==> src/slsiv_map.vh <==
// Register map, field positions, reset values and limits of the link status block
// Behaviour
// One alignment status bit per lane, eight bits
// Writing one to bit 7 clears pending interrupt
// Lane alignment status feeds summary flag 3
// Alignment loss also raises sync request outputs
// Checksum status bit one means checksum matched
// Octets per frame only 1, 2 or 4
// Test mode bit keeps receiver accepting alignment frames
// Software sets threshold gate when sync masks used
// Multiframe count times four, resets one, never zero
// Mask 7 and disparity threshold pull interrupt low
// Mask 6 and invalid symbol threshold pull low
// Mask 5 and stray control threshold pull low
// Mask 3 and alignment failure pull low
// Mask 2 and bad checksum pull low
// Mask 1 and frame lock failure pull low
// Mask 0 and symbol lock failure pull low
// Flags 7..5 set when any lane hits threshold
// Flags 3..0 set on any lane failure
// Bit 4 reserved, reads zero, no effect
// Per-lane error counters share one threshold
// Mask and flags share one address
// Interrupt is OR of masked flags
`ifndef SLSIV_MAP_VH
`define SLSIV_MAP_VH

`define SLSIV_ADDR_W          11
`define SLSIV_OFS_CKSUM_STAT  11'h472
`define SLSIV_OFS_ALIGN_STAT  11'h473
`define SLSIV_OFS_FRAME_OCT   11'h476
`define SLSIV_OFS_CTRL_TWO    11'h477
`define SLSIV_OFS_MF_COUNT    11'h478
`define SLSIV_OFS_IRQ_VEC     11'h47a
`define SLSIV_OFS_SYNC_MASK   11'h47b
`define SLSIV_OFS_ERR_LIMIT   11'h47c

`define SLSIV_RST_FRAME_OCT   8'h01
`define SLSIV_RST_CTRL_TWO    8'h00
`define SLSIV_RST_MF_COUNT    8'h01
`define SLSIV_RST_IRQ_EN      8'h00
`define SLSIV_RST_SYNC_MASK   8'h00
`define SLSIV_RST_ERR_LIMIT   8'hff

`define SLSIV_BIT_CLEAR_IRQ   7
`define SLSIV_BIT_TEST_MODE   7
`define SLSIV_BIT_THR_GATE    3
`define SLSIV_BIT_DISP        7
`define SLSIV_BIT_INVS        6
`define SLSIV_BIT_STRAY       5
`define SLSIV_BIT_RSVD        4
`define SLSIV_BIT_ALIGN       3
`define SLSIV_BIT_CKSUM       2
`define SLSIV_BIT_FRAME       1
`define SLSIV_BIT_SYMB        0
`define SLSIV_IRQ_VALID_MASK  8'hef
`define SLSIV_CTRL_TWO_MASK   8'h88
`define SLSIV_SYNC_MASK_BITS  8'he0
`define SLSIV_CNT_FLAG_BITS   8'he0

`define SLSIV_OCT_ONE         8'h01
`define SLSIV_OCT_TWO         8'h02
`define SLSIV_OCT_FOUR        8'h04

`endif

==> src/slsiv_err_counter.v <==
// Saturating per-lane error counter with threshold compare
module slsiv_err_counter #(
	parameter CNT_W = 8
) (
	// Clock and reset
	input  wire             clk,
	input  wire             reset_n,
	// Error event and limit
	input  wire             err_pulse,
	input  wire             cnt_clear,
	input  wire [CNT_W-1:0] limit,
	// Result
	output wire             at_limit
);
	reg [CNT_W-1:0] count_q;

	// Count errors, hold at all ones
	always @(posedge clk or negedge reset_n) begin
		if (!reset_n) begin
			count_q <= {CNT_W{1'b0}};
		end else if (cnt_clear) begin
			count_q <= {{(CNT_W-1){1'b0}}, err_pulse}; // Event in the clear cycle still counts
		end else if (err_pulse && (count_q != {CNT_W{1'b1}})) begin
			count_q <= count_q + {{(CNT_W-1){1'b0}}, 1'b1};
		end
	end

	// Threshold shared by all lanes
	assign at_limit = (count_q >= limit);
endmodule

==> src/slsiv_sync2.v <==
// Two-stage synchroniser for a vector of pin-level inputs
module slsiv_sync2 #(
	parameter W = 8
) (
	// Clock and reset
	input  wire         clk,
	input  wire         reset_n,
	// Data
	input  wire [W-1:0] d_async,
	output wire [W-1:0] d_sync
);
	reg [W-1:0] meta_q;
	reg [W-1:0] sync_q;

	// Meta stage read only by the second stage
	always @(posedge clk or negedge reset_n) begin
		if (!reset_n) begin
			meta_q <= {W{1'b0}};
			sync_q <= {W{1'b0}};
		end else begin
			meta_q <= d_async;
			sync_q <= meta_q;
		end
	end

	assign d_sync = sync_q;
endmodule

==> src/slsiv_top.v <==
// Link status, configuration and interrupt vector block
`include "slsiv_map.vh"

module slsiv_top #(
	parameter LANES = 8,
	parameter CNT_W = 8
) (
	// Clock and reset
	input  wire                     clk,
	input  wire                     reset_n,
	// Register port
	input  wire                     reg_wr,
	input  wire                     reg_rd,
	input  wire [`SLSIV_ADDR_W-1:0] reg_addr,
	input  wire [7:0]               reg_wdata,
	output reg  [7:0]               reg_rdata,
	// Lane status from the lane decoders
	input  wire [LANES-1:0]         lane_align_ok,
	input  wire [LANES-1:0]         lane_cksum_ok,
	input  wire [LANES-1:0]         lane_frame_lock,
	input  wire [LANES-1:0]         lane_symbol_lock,
	// Per-lane error events, one cycle each
	input  wire [LANES-1:0]         disparity_err,
	input  wire [LANES-1:0]         invalid_symbol_err,
	input  wire [LANES-1:0]         stray_control_err,
	// Configuration outputs
	output wire [7:0]               octets_per_frame,
	output wire                     align_seq_test_mode,
	output wire [7:0]               multiframe_count_div4,
	output wire [9:0]               align_seq_multiframes,
	// Link and interrupt outputs
	output reg                      sync_request_out_a,
	output reg                      sync_request_out_b,
	output reg                      irq_n
);
	// Registers
	reg  [7:0]       frame_oct_q;
	reg  [7:0]       ctrl_two_q;
	reg  [7:0]       mf_count_q;
	reg  [7:0]       irq_en_q;
	reg  [7:0]       sync_mask_q;
	reg  [7:0]       err_limit_q;
	reg  [7:0]       flags_q;
	reg  [7:0]       flags_d;
	reg  [7:0]       lane_align_q;
	reg  [7:0]       cksum_q;
	wire [LANES-1:0] align_s;
	wire [LANES-1:0] cksum_s;
	wire [LANES-1:0] frame_s;
	wire [LANES-1:0] symb_s;
	wire [LANES-1:0] disp_hit;
	wire [LANES-1:0] invs_hit;
	wire [LANES-1:0] stray_hit;
	wire [7:0]       lane_align_status_bits;
	wire [7:0]       raw_fail;
	wire [7:0]       masked;
	reg  [1:0]       prime_q;
	wire [7:0]       fresh_fail;
	wire             wr_align;
	wire             wr_frame_oct;
	wire             wr_ctrl_two;
	wire             wr_mf_count;
	wire             wr_irq_vec;
	wire             wr_sync_mask;
	wire             wr_err_limit;
	wire             oct_legal;
	wire             lanes_valid;
	wire             clr_irq;
	wire             gate_en;
	wire             sync_req_d;
	wire             test_mode_bit;

	// Pin-level lane status crosses into the clock domain
	slsiv_sync2 #(.W(LANES)) u_sync_align (
		.clk     (clk),
		.reset_n (reset_n),
		.d_async (lane_align_ok),
		.d_sync  (align_s)
	);
	slsiv_sync2 #(.W(LANES)) u_sync_cksum (
		.clk     (clk),
		.reset_n (reset_n),
		.d_async (lane_cksum_ok),
		.d_sync  (cksum_s)
	);
	slsiv_sync2 #(.W(LANES)) u_sync_frame (
		.clk     (clk),
		.reset_n (reset_n),
		.d_async (lane_frame_lock),
		.d_sync  (frame_s)
	);
	slsiv_sync2 #(.W(LANES)) u_sync_symb (
		.clk     (clk),
		.reset_n (reset_n),
		.d_async (lane_symbol_lock),
		.d_sync  (symb_s)
	);

	// Three counters per lane against the shared limit
	genvar g;
	generate
		for (g = 0; g < LANES; g = g + 1) begin : g_lane
			slsiv_err_counter #(.CNT_W(CNT_W)) u_disp (
				.clk       (clk),
				.reset_n   (reset_n),
				.err_pulse (disparity_err[g]),
				.cnt_clear (clr_irq),
				.limit     (err_limit_q[CNT_W-1:0]),
				.at_limit  (disp_hit[g])
			);
			slsiv_err_counter #(.CNT_W(CNT_W)) u_invs (
				.clk       (clk),
				.reset_n   (reset_n),
				.err_pulse (invalid_symbol_err[g]),
				.cnt_clear (clr_irq),
				.limit     (err_limit_q[CNT_W-1:0]),
				.at_limit  (invs_hit[g])
			);
			slsiv_err_counter #(.CNT_W(CNT_W)) u_stray (
				.clk       (clk),
				.reset_n   (reset_n),
				.err_pulse (stray_control_err[g]),
				.cnt_clear (clr_irq),
				.limit     (err_limit_q[CNT_W-1:0]),
				.at_limit  (stray_hit[g])
			);
		end
	endgenerate

	// Write strobes, one per register
	assign wr_align     = reg_wr && (reg_addr == `SLSIV_OFS_ALIGN_STAT);
	assign wr_frame_oct = reg_wr && (reg_addr == `SLSIV_OFS_FRAME_OCT);
	assign wr_ctrl_two  = reg_wr && (reg_addr == `SLSIV_OFS_CTRL_TWO);
	assign wr_mf_count  = reg_wr && (reg_addr == `SLSIV_OFS_MF_COUNT);
	assign wr_irq_vec   = reg_wr && (reg_addr == `SLSIV_OFS_IRQ_VEC);
	assign wr_sync_mask = reg_wr && (reg_addr == `SLSIV_OFS_SYNC_MASK);
	assign wr_err_limit = reg_wr && (reg_addr == `SLSIV_OFS_ERR_LIMIT);
	assign clr_irq      = wr_align && reg_wdata[`SLSIV_BIT_CLEAR_IRQ];

	// Only legal frame sizes are accepted
	assign oct_legal = (reg_wdata == `SLSIV_OCT_ONE) || (reg_wdata == `SLSIV_OCT_TWO) ||
		(reg_wdata == `SLSIV_OCT_FOUR);

	// Octets per frame
	always @(posedge clk or negedge reset_n) begin
		if (!reset_n) begin
			frame_oct_q <= `SLSIV_RST_FRAME_OCT;
		end else if (wr_frame_oct && oct_legal) begin
			frame_oct_q <= reg_wdata;
		end
	end

	// Control two keeps test mode and threshold gate only
	always @(posedge clk or negedge reset_n) begin
		if (!reset_n) begin
			ctrl_two_q <= `SLSIV_RST_CTRL_TWO;
		end else if (wr_ctrl_two) begin
			ctrl_two_q <= reg_wdata & `SLSIV_CTRL_TWO_MASK;
		end
	end

	// Multiframe count, zero would give an empty alignment sequence
	always @(posedge clk or negedge reset_n) begin
		if (!reset_n) begin
			mf_count_q <= `SLSIV_RST_MF_COUNT;
		end else if (wr_mf_count && (reg_wdata != 8'h00)) begin
			mf_count_q <= reg_wdata;
		end
	end

	// Interrupt mask, shares its address with the flags
	always @(posedge clk or negedge reset_n) begin
		if (!reset_n) begin
			irq_en_q <= `SLSIV_RST_IRQ_EN;
		end else if (wr_irq_vec) begin
			irq_en_q <= reg_wdata & `SLSIV_IRQ_VALID_MASK;
		end
	end

	// Sync request mask for counted errors
	always @(posedge clk or negedge reset_n) begin
		if (!reset_n) begin
			sync_mask_q <= `SLSIV_RST_SYNC_MASK;
		end else if (wr_sync_mask) begin
			sync_mask_q <= reg_wdata & `SLSIV_SYNC_MASK_BITS;
		end
	end

	// Error limit shared by all lanes
	always @(posedge clk or negedge reset_n) begin
		if (!reset_n) begin
			err_limit_q <= `SLSIV_RST_ERR_LIMIT;
		end else if (wr_err_limit) begin
			err_limit_q <= reg_wdata;
		end
	end

	// Live alignment status, unused lanes read zero
	always @(posedge clk or negedge reset_n) begin
		if (!reset_n) begin
			lane_align_q <= 8'h00;
		end else begin
			lane_align_q <= {{(8-LANES){1'b0}}, align_s};
		end
	end
	assign lane_align_status_bits = lane_align_q;

	// Live checksum status, one means the last checksum matched
	always @(posedge clk or negedge reset_n) begin
		if (!reset_n) begin
			cksum_q <= 8'h00;
		end else begin
			cksum_q <= {{(8-LANES){1'b0}}, cksum_s};
		end
	end

	// Lane status trusted once both sync stages hold pin values
	always @(posedge clk or negedge reset_n) begin
		if (!reset_n) begin
			prime_q <= 2'b00;
		end else begin
			prime_q <= {prime_q[0], 1'b1};
		end
	end
	assign lanes_valid = prime_q[1]; // Avoids false failures right after reset

	// Raw failure conditions per summary bit
	assign raw_fail[`SLSIV_BIT_DISP]  = |disp_hit;
	assign raw_fail[`SLSIV_BIT_INVS]  = |invs_hit;
	assign raw_fail[`SLSIV_BIT_STRAY] = |stray_hit;
	assign raw_fail[`SLSIV_BIT_RSVD]  = 1'b0;
	assign raw_fail[`SLSIV_BIT_ALIGN] = lanes_valid & (|(~align_s));
	assign raw_fail[`SLSIV_BIT_CKSUM] = lanes_valid & (|(~cksum_s));
	assign raw_fail[`SLSIV_BIT_FRAME] = lanes_valid & (|(~frame_s));
	assign raw_fail[`SLSIV_BIT_SYMB]  = lanes_valid & (|(~symb_s));

	// Counters restart on a clear, so the clear consumes their flags
	assign fresh_fail = clr_irq ? (raw_fail & ~`SLSIV_CNT_FLAG_BITS) : raw_fail;

	// Sticky flags: a new lane failure (bits 3..0) wins over a clear in the same cycle
	always @* begin
		flags_d = flags_q;
		if (clr_irq) begin
			flags_d = 8'h00;
		end
		flags_d = (flags_d | fresh_fail) & `SLSIV_IRQ_VALID_MASK;
	end

	// Flag register
	always @(posedge clk or negedge reset_n) begin
		if (!reset_n) begin
			flags_q <= 8'h00;
		end else begin
			flags_q <= flags_d;
		end
	end

	// Masked flags drive the interrupt
	assign masked = flags_q & irq_en_q & `SLSIV_IRQ_VALID_MASK;

	// Sync request on symbol lock or alignment loss, counted errors when gated
	assign gate_en    = ctrl_two_q[`SLSIV_BIT_THR_GATE];
	assign sync_req_d = raw_fail[`SLSIV_BIT_ALIGN] | raw_fail[`SLSIV_BIT_SYMB] |
		(gate_en & |(sync_mask_q & raw_fail & `SLSIV_SYNC_MASK_BITS));

	// Interrupt output
	always @(posedge clk or negedge reset_n) begin
		if (!reset_n) begin
			irq_n <= 1'b1;
		end else begin
			irq_n <= ~(|masked);
		end
	end

	// Both sync outputs carry the same request
	always @(posedge clk or negedge reset_n) begin
		if (!reset_n) begin
			sync_request_out_a <= 1'b0;
			sync_request_out_b <= 1'b0;
		end else begin
			sync_request_out_a <= sync_req_d;
			sync_request_out_b <= sync_req_d;
		end
	end

	// Register read mux
	always @(posedge clk or negedge reset_n) begin
		if (!reset_n) begin
			reg_rdata <= 8'h00;
		end else if (reg_rd) begin
			case (reg_addr)
				`SLSIV_OFS_CKSUM_STAT: reg_rdata <= cksum_q;
				`SLSIV_OFS_ALIGN_STAT: reg_rdata <= lane_align_status_bits;
				`SLSIV_OFS_FRAME_OCT:  reg_rdata <= frame_oct_q;
				`SLSIV_OFS_CTRL_TWO:   reg_rdata <= ctrl_two_q;
				`SLSIV_OFS_MF_COUNT:   reg_rdata <= mf_count_q;
				`SLSIV_OFS_IRQ_VEC:    reg_rdata <= flags_q;
				`SLSIV_OFS_SYNC_MASK:  reg_rdata <= sync_mask_q;
				`SLSIV_OFS_ERR_LIMIT:  reg_rdata <= err_limit_q;
				default:               reg_rdata <= 8'h00;
			endcase
		end
	end

	// Configuration outputs
	assign test_mode_bit         = ctrl_two_q[`SLSIV_BIT_TEST_MODE];
	assign align_seq_test_mode   = test_mode_bit;
	assign octets_per_frame      = frame_oct_q;
	assign multiframe_count_div4 = mf_count_q;
	assign align_seq_multiframes = {mf_count_q, 2'b00};
endmodule

==> config.mk <==
export PLATFORM = sky130hd
export DESIGN_NAME = slsiv_top
export DESIGN_NICKNAME = d
export VERILOG_FILES = /design/src/slsiv_err_counter.v /design/src/slsiv_sync2.v /design/src/slsiv_top.v
export VERILOG_INCLUDE_DIRS = /design/src /design/src/src
export SDC_FILE = /design/constraint.sdc
export NUM_CORES = 1
export LEC_CHECK = 0
export BUFFER_PORTS_ARGS = -buffer_cell sky130_fd_sc_hd__buf_2
export CORE_UTILIZATION = 44
export CTS_BUF_LIST = sky130_fd_sc_hd__clkbuf_2 sky130_fd_sc_hd__clkbuf_4 sky130_fd_sc_hd__clkbuf_8
export DETAILED_ROUTE_END_ITERATION = 12
export SYNTH_ARGS = -nofsm -noshare
export SYNTH_HDL_FRONTEND = slang
export SYNTH_SLANG_ARGS = --single-unit
export TNS_END_PERCENT = 1
==> constraint.sdc <==
create_clock -name clk -period 4 [get_ports clk]
set_input_delay 0.2 -clock clk [delete_from_list [all_inputs] [get_ports clk]]
set_output_delay 0.2 -clock clk [all_outputs]
set_load 0.1 [all_outputs]
==> metrics.txt <==
outcome finished, final reports clean; area of the mapped netlist 0.0178 mm²; DP Cell Count approximately 2.3k; Slew headroom approximately 38%; max_cap viols 0; combinational share of power between 30% and 40%; Syn Area/Cell 10.5 µm²; Cell Pwr Density approximately 600 mW/mm²; Final setup viols 0; period utilization approximately 83%; Clock Sink Count between 300 and 400; chip height 203 µm; total power 12.4 mW; die area between 0.04 and 0.05 mm²; grt ovf 0; Synth top area share between 40% and 50%; # nets final around 2.2k; Worst VDD drop ~0.34 mV; htree depth 2; Num CTS Buffers 56; min cycle time layout around 3.3 ns; Final Max Tran Viols 0; Filler cells 3618; Skew-Pair Late Insertion Delay 0.65 ns; Rows 73; Cells after Synth between 1.5k and 2k; number of global-route vias before repair about 13k; sequential element share of the synthesized area 46.1%; Post-Layout Cell Count around 2.5k; RSZ-0062 raised after global routing no; largest net degree at the start of global routing between 150 and 200; die width 203 µm; layout cells sized above 1 14.5%; core area approximately 0.040 mm²; Post-synth top flop dfrtp_1; total routed wirelength 41100 µm; Synth-to-Final Area Change 17.0%; Root Driver clkbuf_8; Post-synth top cells 316 x dfrtp_1, 235 x nor2_1, 216 x ha_1, 138 x nand2_1, 93 x xor2_1; Vias/cell roughly 5.3; count of different cell masters after synthesis 62; P_sw between 4 and 5 mW; I/O Buffers ~110; CP Max Fanout 15; hold crit path type in -> async; Internal Power just under 8 mW; CTS tree yes; diode count 0; WP data required 4.48 ns; Arr. time, crit path around 3.8 ns; Setup Skew 0.0256 ns; antenna violations before repair 0; DR vias approximately 13k; crit path launch type flip-flop; post-layout util between 50% and 60%; Boundary Pins 117; Ys Warns 0; DR pass1 iterations 5; flop and latch count out of synthesis between 300 and 400; setup TNS 0 ns; first-pass GRT wire length 68400 µm; initial core utilization about 45%; Fmax 303 MHz; gpl congestion ~0.87; Worst-path clk slew 0.06 ns; switching share of power 36.0%; Post-DRT Antenna Nets 0; share of flip-flops with an asynchronous set or reset between 90% and 100%; gr usage total around a fifth; Starting DRT DRC Count a little under 800; Clock Power Share between 20% and 30%; Post-synth EDFFs 0; ranking of synthesized cells by area dfrtp_1 45%, ha_1 15%, nor2_1 5.0%; clock tree buffer depth 3; Slew @ Worst Pin between 0.9 and 1 ns; Setup CP Type reg -> reg; most frequent cell after synthesis dfrtp_1; CP Capture Type flip-flop; postcts setup bufs 0; DRC Markers 0; per-cell routed wire length 16.7 µm; P_leak around 9.6 nW; hpwl dp roughly 29000 µm; sequential power share between 40% and 50%; post-synth top area cell dfrtp_1; final hold violation count 0
[registers in the layout (all words and copies together) (netlist names)]
name and cells:
u_sync_frame.meta_q 8, g_lane.u_stray.count_q 64, irq_en_q 7, flags_q 7, g_lane.u_disp.count_q 64, multiframe_count_div4 8
u_sync_cksum.meta_q 8, sync_mask_q 3, u_sync_align.d_sync 8, u_sync_align.meta_q 8, g_lane.u_invs.count_q 64, lane_align_q 8
reg_rdata 8, err_limit_q 8, u_sync_cksum.d_sync 8, u_sync_symb.meta_q 8, u_sync_frame.d_sync 8, u_sync_symb.d_sync 8
prime_q 2, irq_n 1, octets_per_frame 8, cksum_q 8, sync_request_out_a 1, ctrl_two_q 2
[metrics by stage]
| step | area, µm² | setup slack, ns | hold slack [ns] |
|---|---|---|---|
| floorplan | 17800 | 0.888 | -0.0956 |
| global placement | 18900 | 0.757 | 0.274 |
| detailed placement | 18900 | 0.672 | 0.285 |
| CTS | 20800 | 0.686 | 0.156 |
| global route | 20800 | 0.526 | 0.176 |
| finish | 20800 | 0.700 | 0.171 |
[kinds of logic (layout without fill, tap and decap cells)]
| logic type | after synthesis | count (layout) | synth area share, % |
|---|---|---|---|
| muxes | 54 | 54 | 3.26 |
| adders and majority gates | 216 | 216 | 15.2 |
| buffers and inverters | 93 | 347 | 2.61 |
| AOI/OAI and AO/OA | 218 | 218 | 8.35 |
| DFF | 327 | 327 | 46.1 |
| other | 2 | 3 | 0.0423 |
| xor gates and xnor gates | 166 | 166 | 8.18 |
| and+or+nand+nor | 615 | 615 | 16.2 |
[critical path: stages (launching register included)]
cell and delay [ns]:
dfstp_2 0.53, inv_1 0.35, ha_1 0.44, a21o_1 0.16, a211oi_1 0.24, nor4_1 0.07
or4_1 0.56, nor4_1 0.61, o211ai_1 0.19
[layout make-up]
type | count | area, µm² | area share (%)
clock buffers | 83 | 1050 | 5.07
clock inverters | 16 | 165 | 0.795
inverters | 50 | 188 | 0.903
multi-input cells | 1272 | 9120 | 43.9
flip-flops and latches | 327 | 8200 | 39.4
well taps | 525 | 657 | 3.16
repair buffers | 198 | 1400 | 6.75
[what timing repair did]
action,4_1_cts,5_1_grt
endpoints found under the hold margin,188,0
hold buffers,67,0
resized for setup,0,0
[final timing paths]
check                           depth (start not counted)                       end                   from  slack [ns]
worst max-delay path                                    8        sync_request_out_a         err_limit_q[1]        0.70
worst min-delay path                                    2     u_sync_symb.meta_q[3]                reset_n        0.17
worst max register to register                          8        sync_request_out_a         err_limit_q[1]        0.70
worst min register to register                          0     u_sync_symb.d_sync[4]  u_sync_symb.meta_q[4]        0.34
max in group asynchronous                               3  multiframe_count_div4[0]                reset_n        2.74
min in group clk                                        2     u_sync_symb.meta_q[5]    lane_symbol_lock[5]        0.22
[power by group through the flow]
stage                     clock [mW]  combinational [mW]  sequential, mW
after floorplan                    0                2.94            5.03
after global placement             0                3.59            5.35
after detailed placement           0                3.75            5.37
after CTS                       3.37                3.83            5.33
after global routing            3.53                4.47            5.48
final                           3.26                3.78            5.33
[cells in the final DEF (no fill, tap or decap), types with 11 or more instances in the layout]
master / netlist / final
a211oi_1: 19 / 19
clkbuf_8: 0 / 69
nand4_1: 91 / 91
nor3_1: 17 / 17
o21ai_0: 42 / 42
dfrtp_1: 316 / 316
and3_1: 25 / 24
mux2i_1: 23 / 23
a22oi_1: 14 / 14
o22ai_1: 15 / 15
mux2_2: 31 / 31
dfstp_2: 11 / 11
buf_2: 9 / 113
nand3_1: 43 / 43
clkbuf_4: 0 / 14
dlygate4sd3_1: 0 / 67
a21o_1: 20 / 20
inv_1: 50 / 50
nor4_1: 14 / 13
nor2_1: 235 / 235
xnor2_1: 73 / 73
a221oi_1: 14 / 14
xor2_1: 93 / 93
a21oi_1: 36 / 36
nand2b_1: 18 / 18
nand2_1: 138 / 138
buf_4: 27 / 15
o21a_1: 22 / 22
ha_1: 216 / 216
[routing by layer]
layer	vias to the layer above	global-route usage (%)	part of all wire, %
met3	72	3.93	3.8
met1	6263	28.4	47
met2	208	33.2	47
met5	-	0	0
li1	6442	-	-
met4	0	6.04	2.2
(Power assumes the default switching activity.)
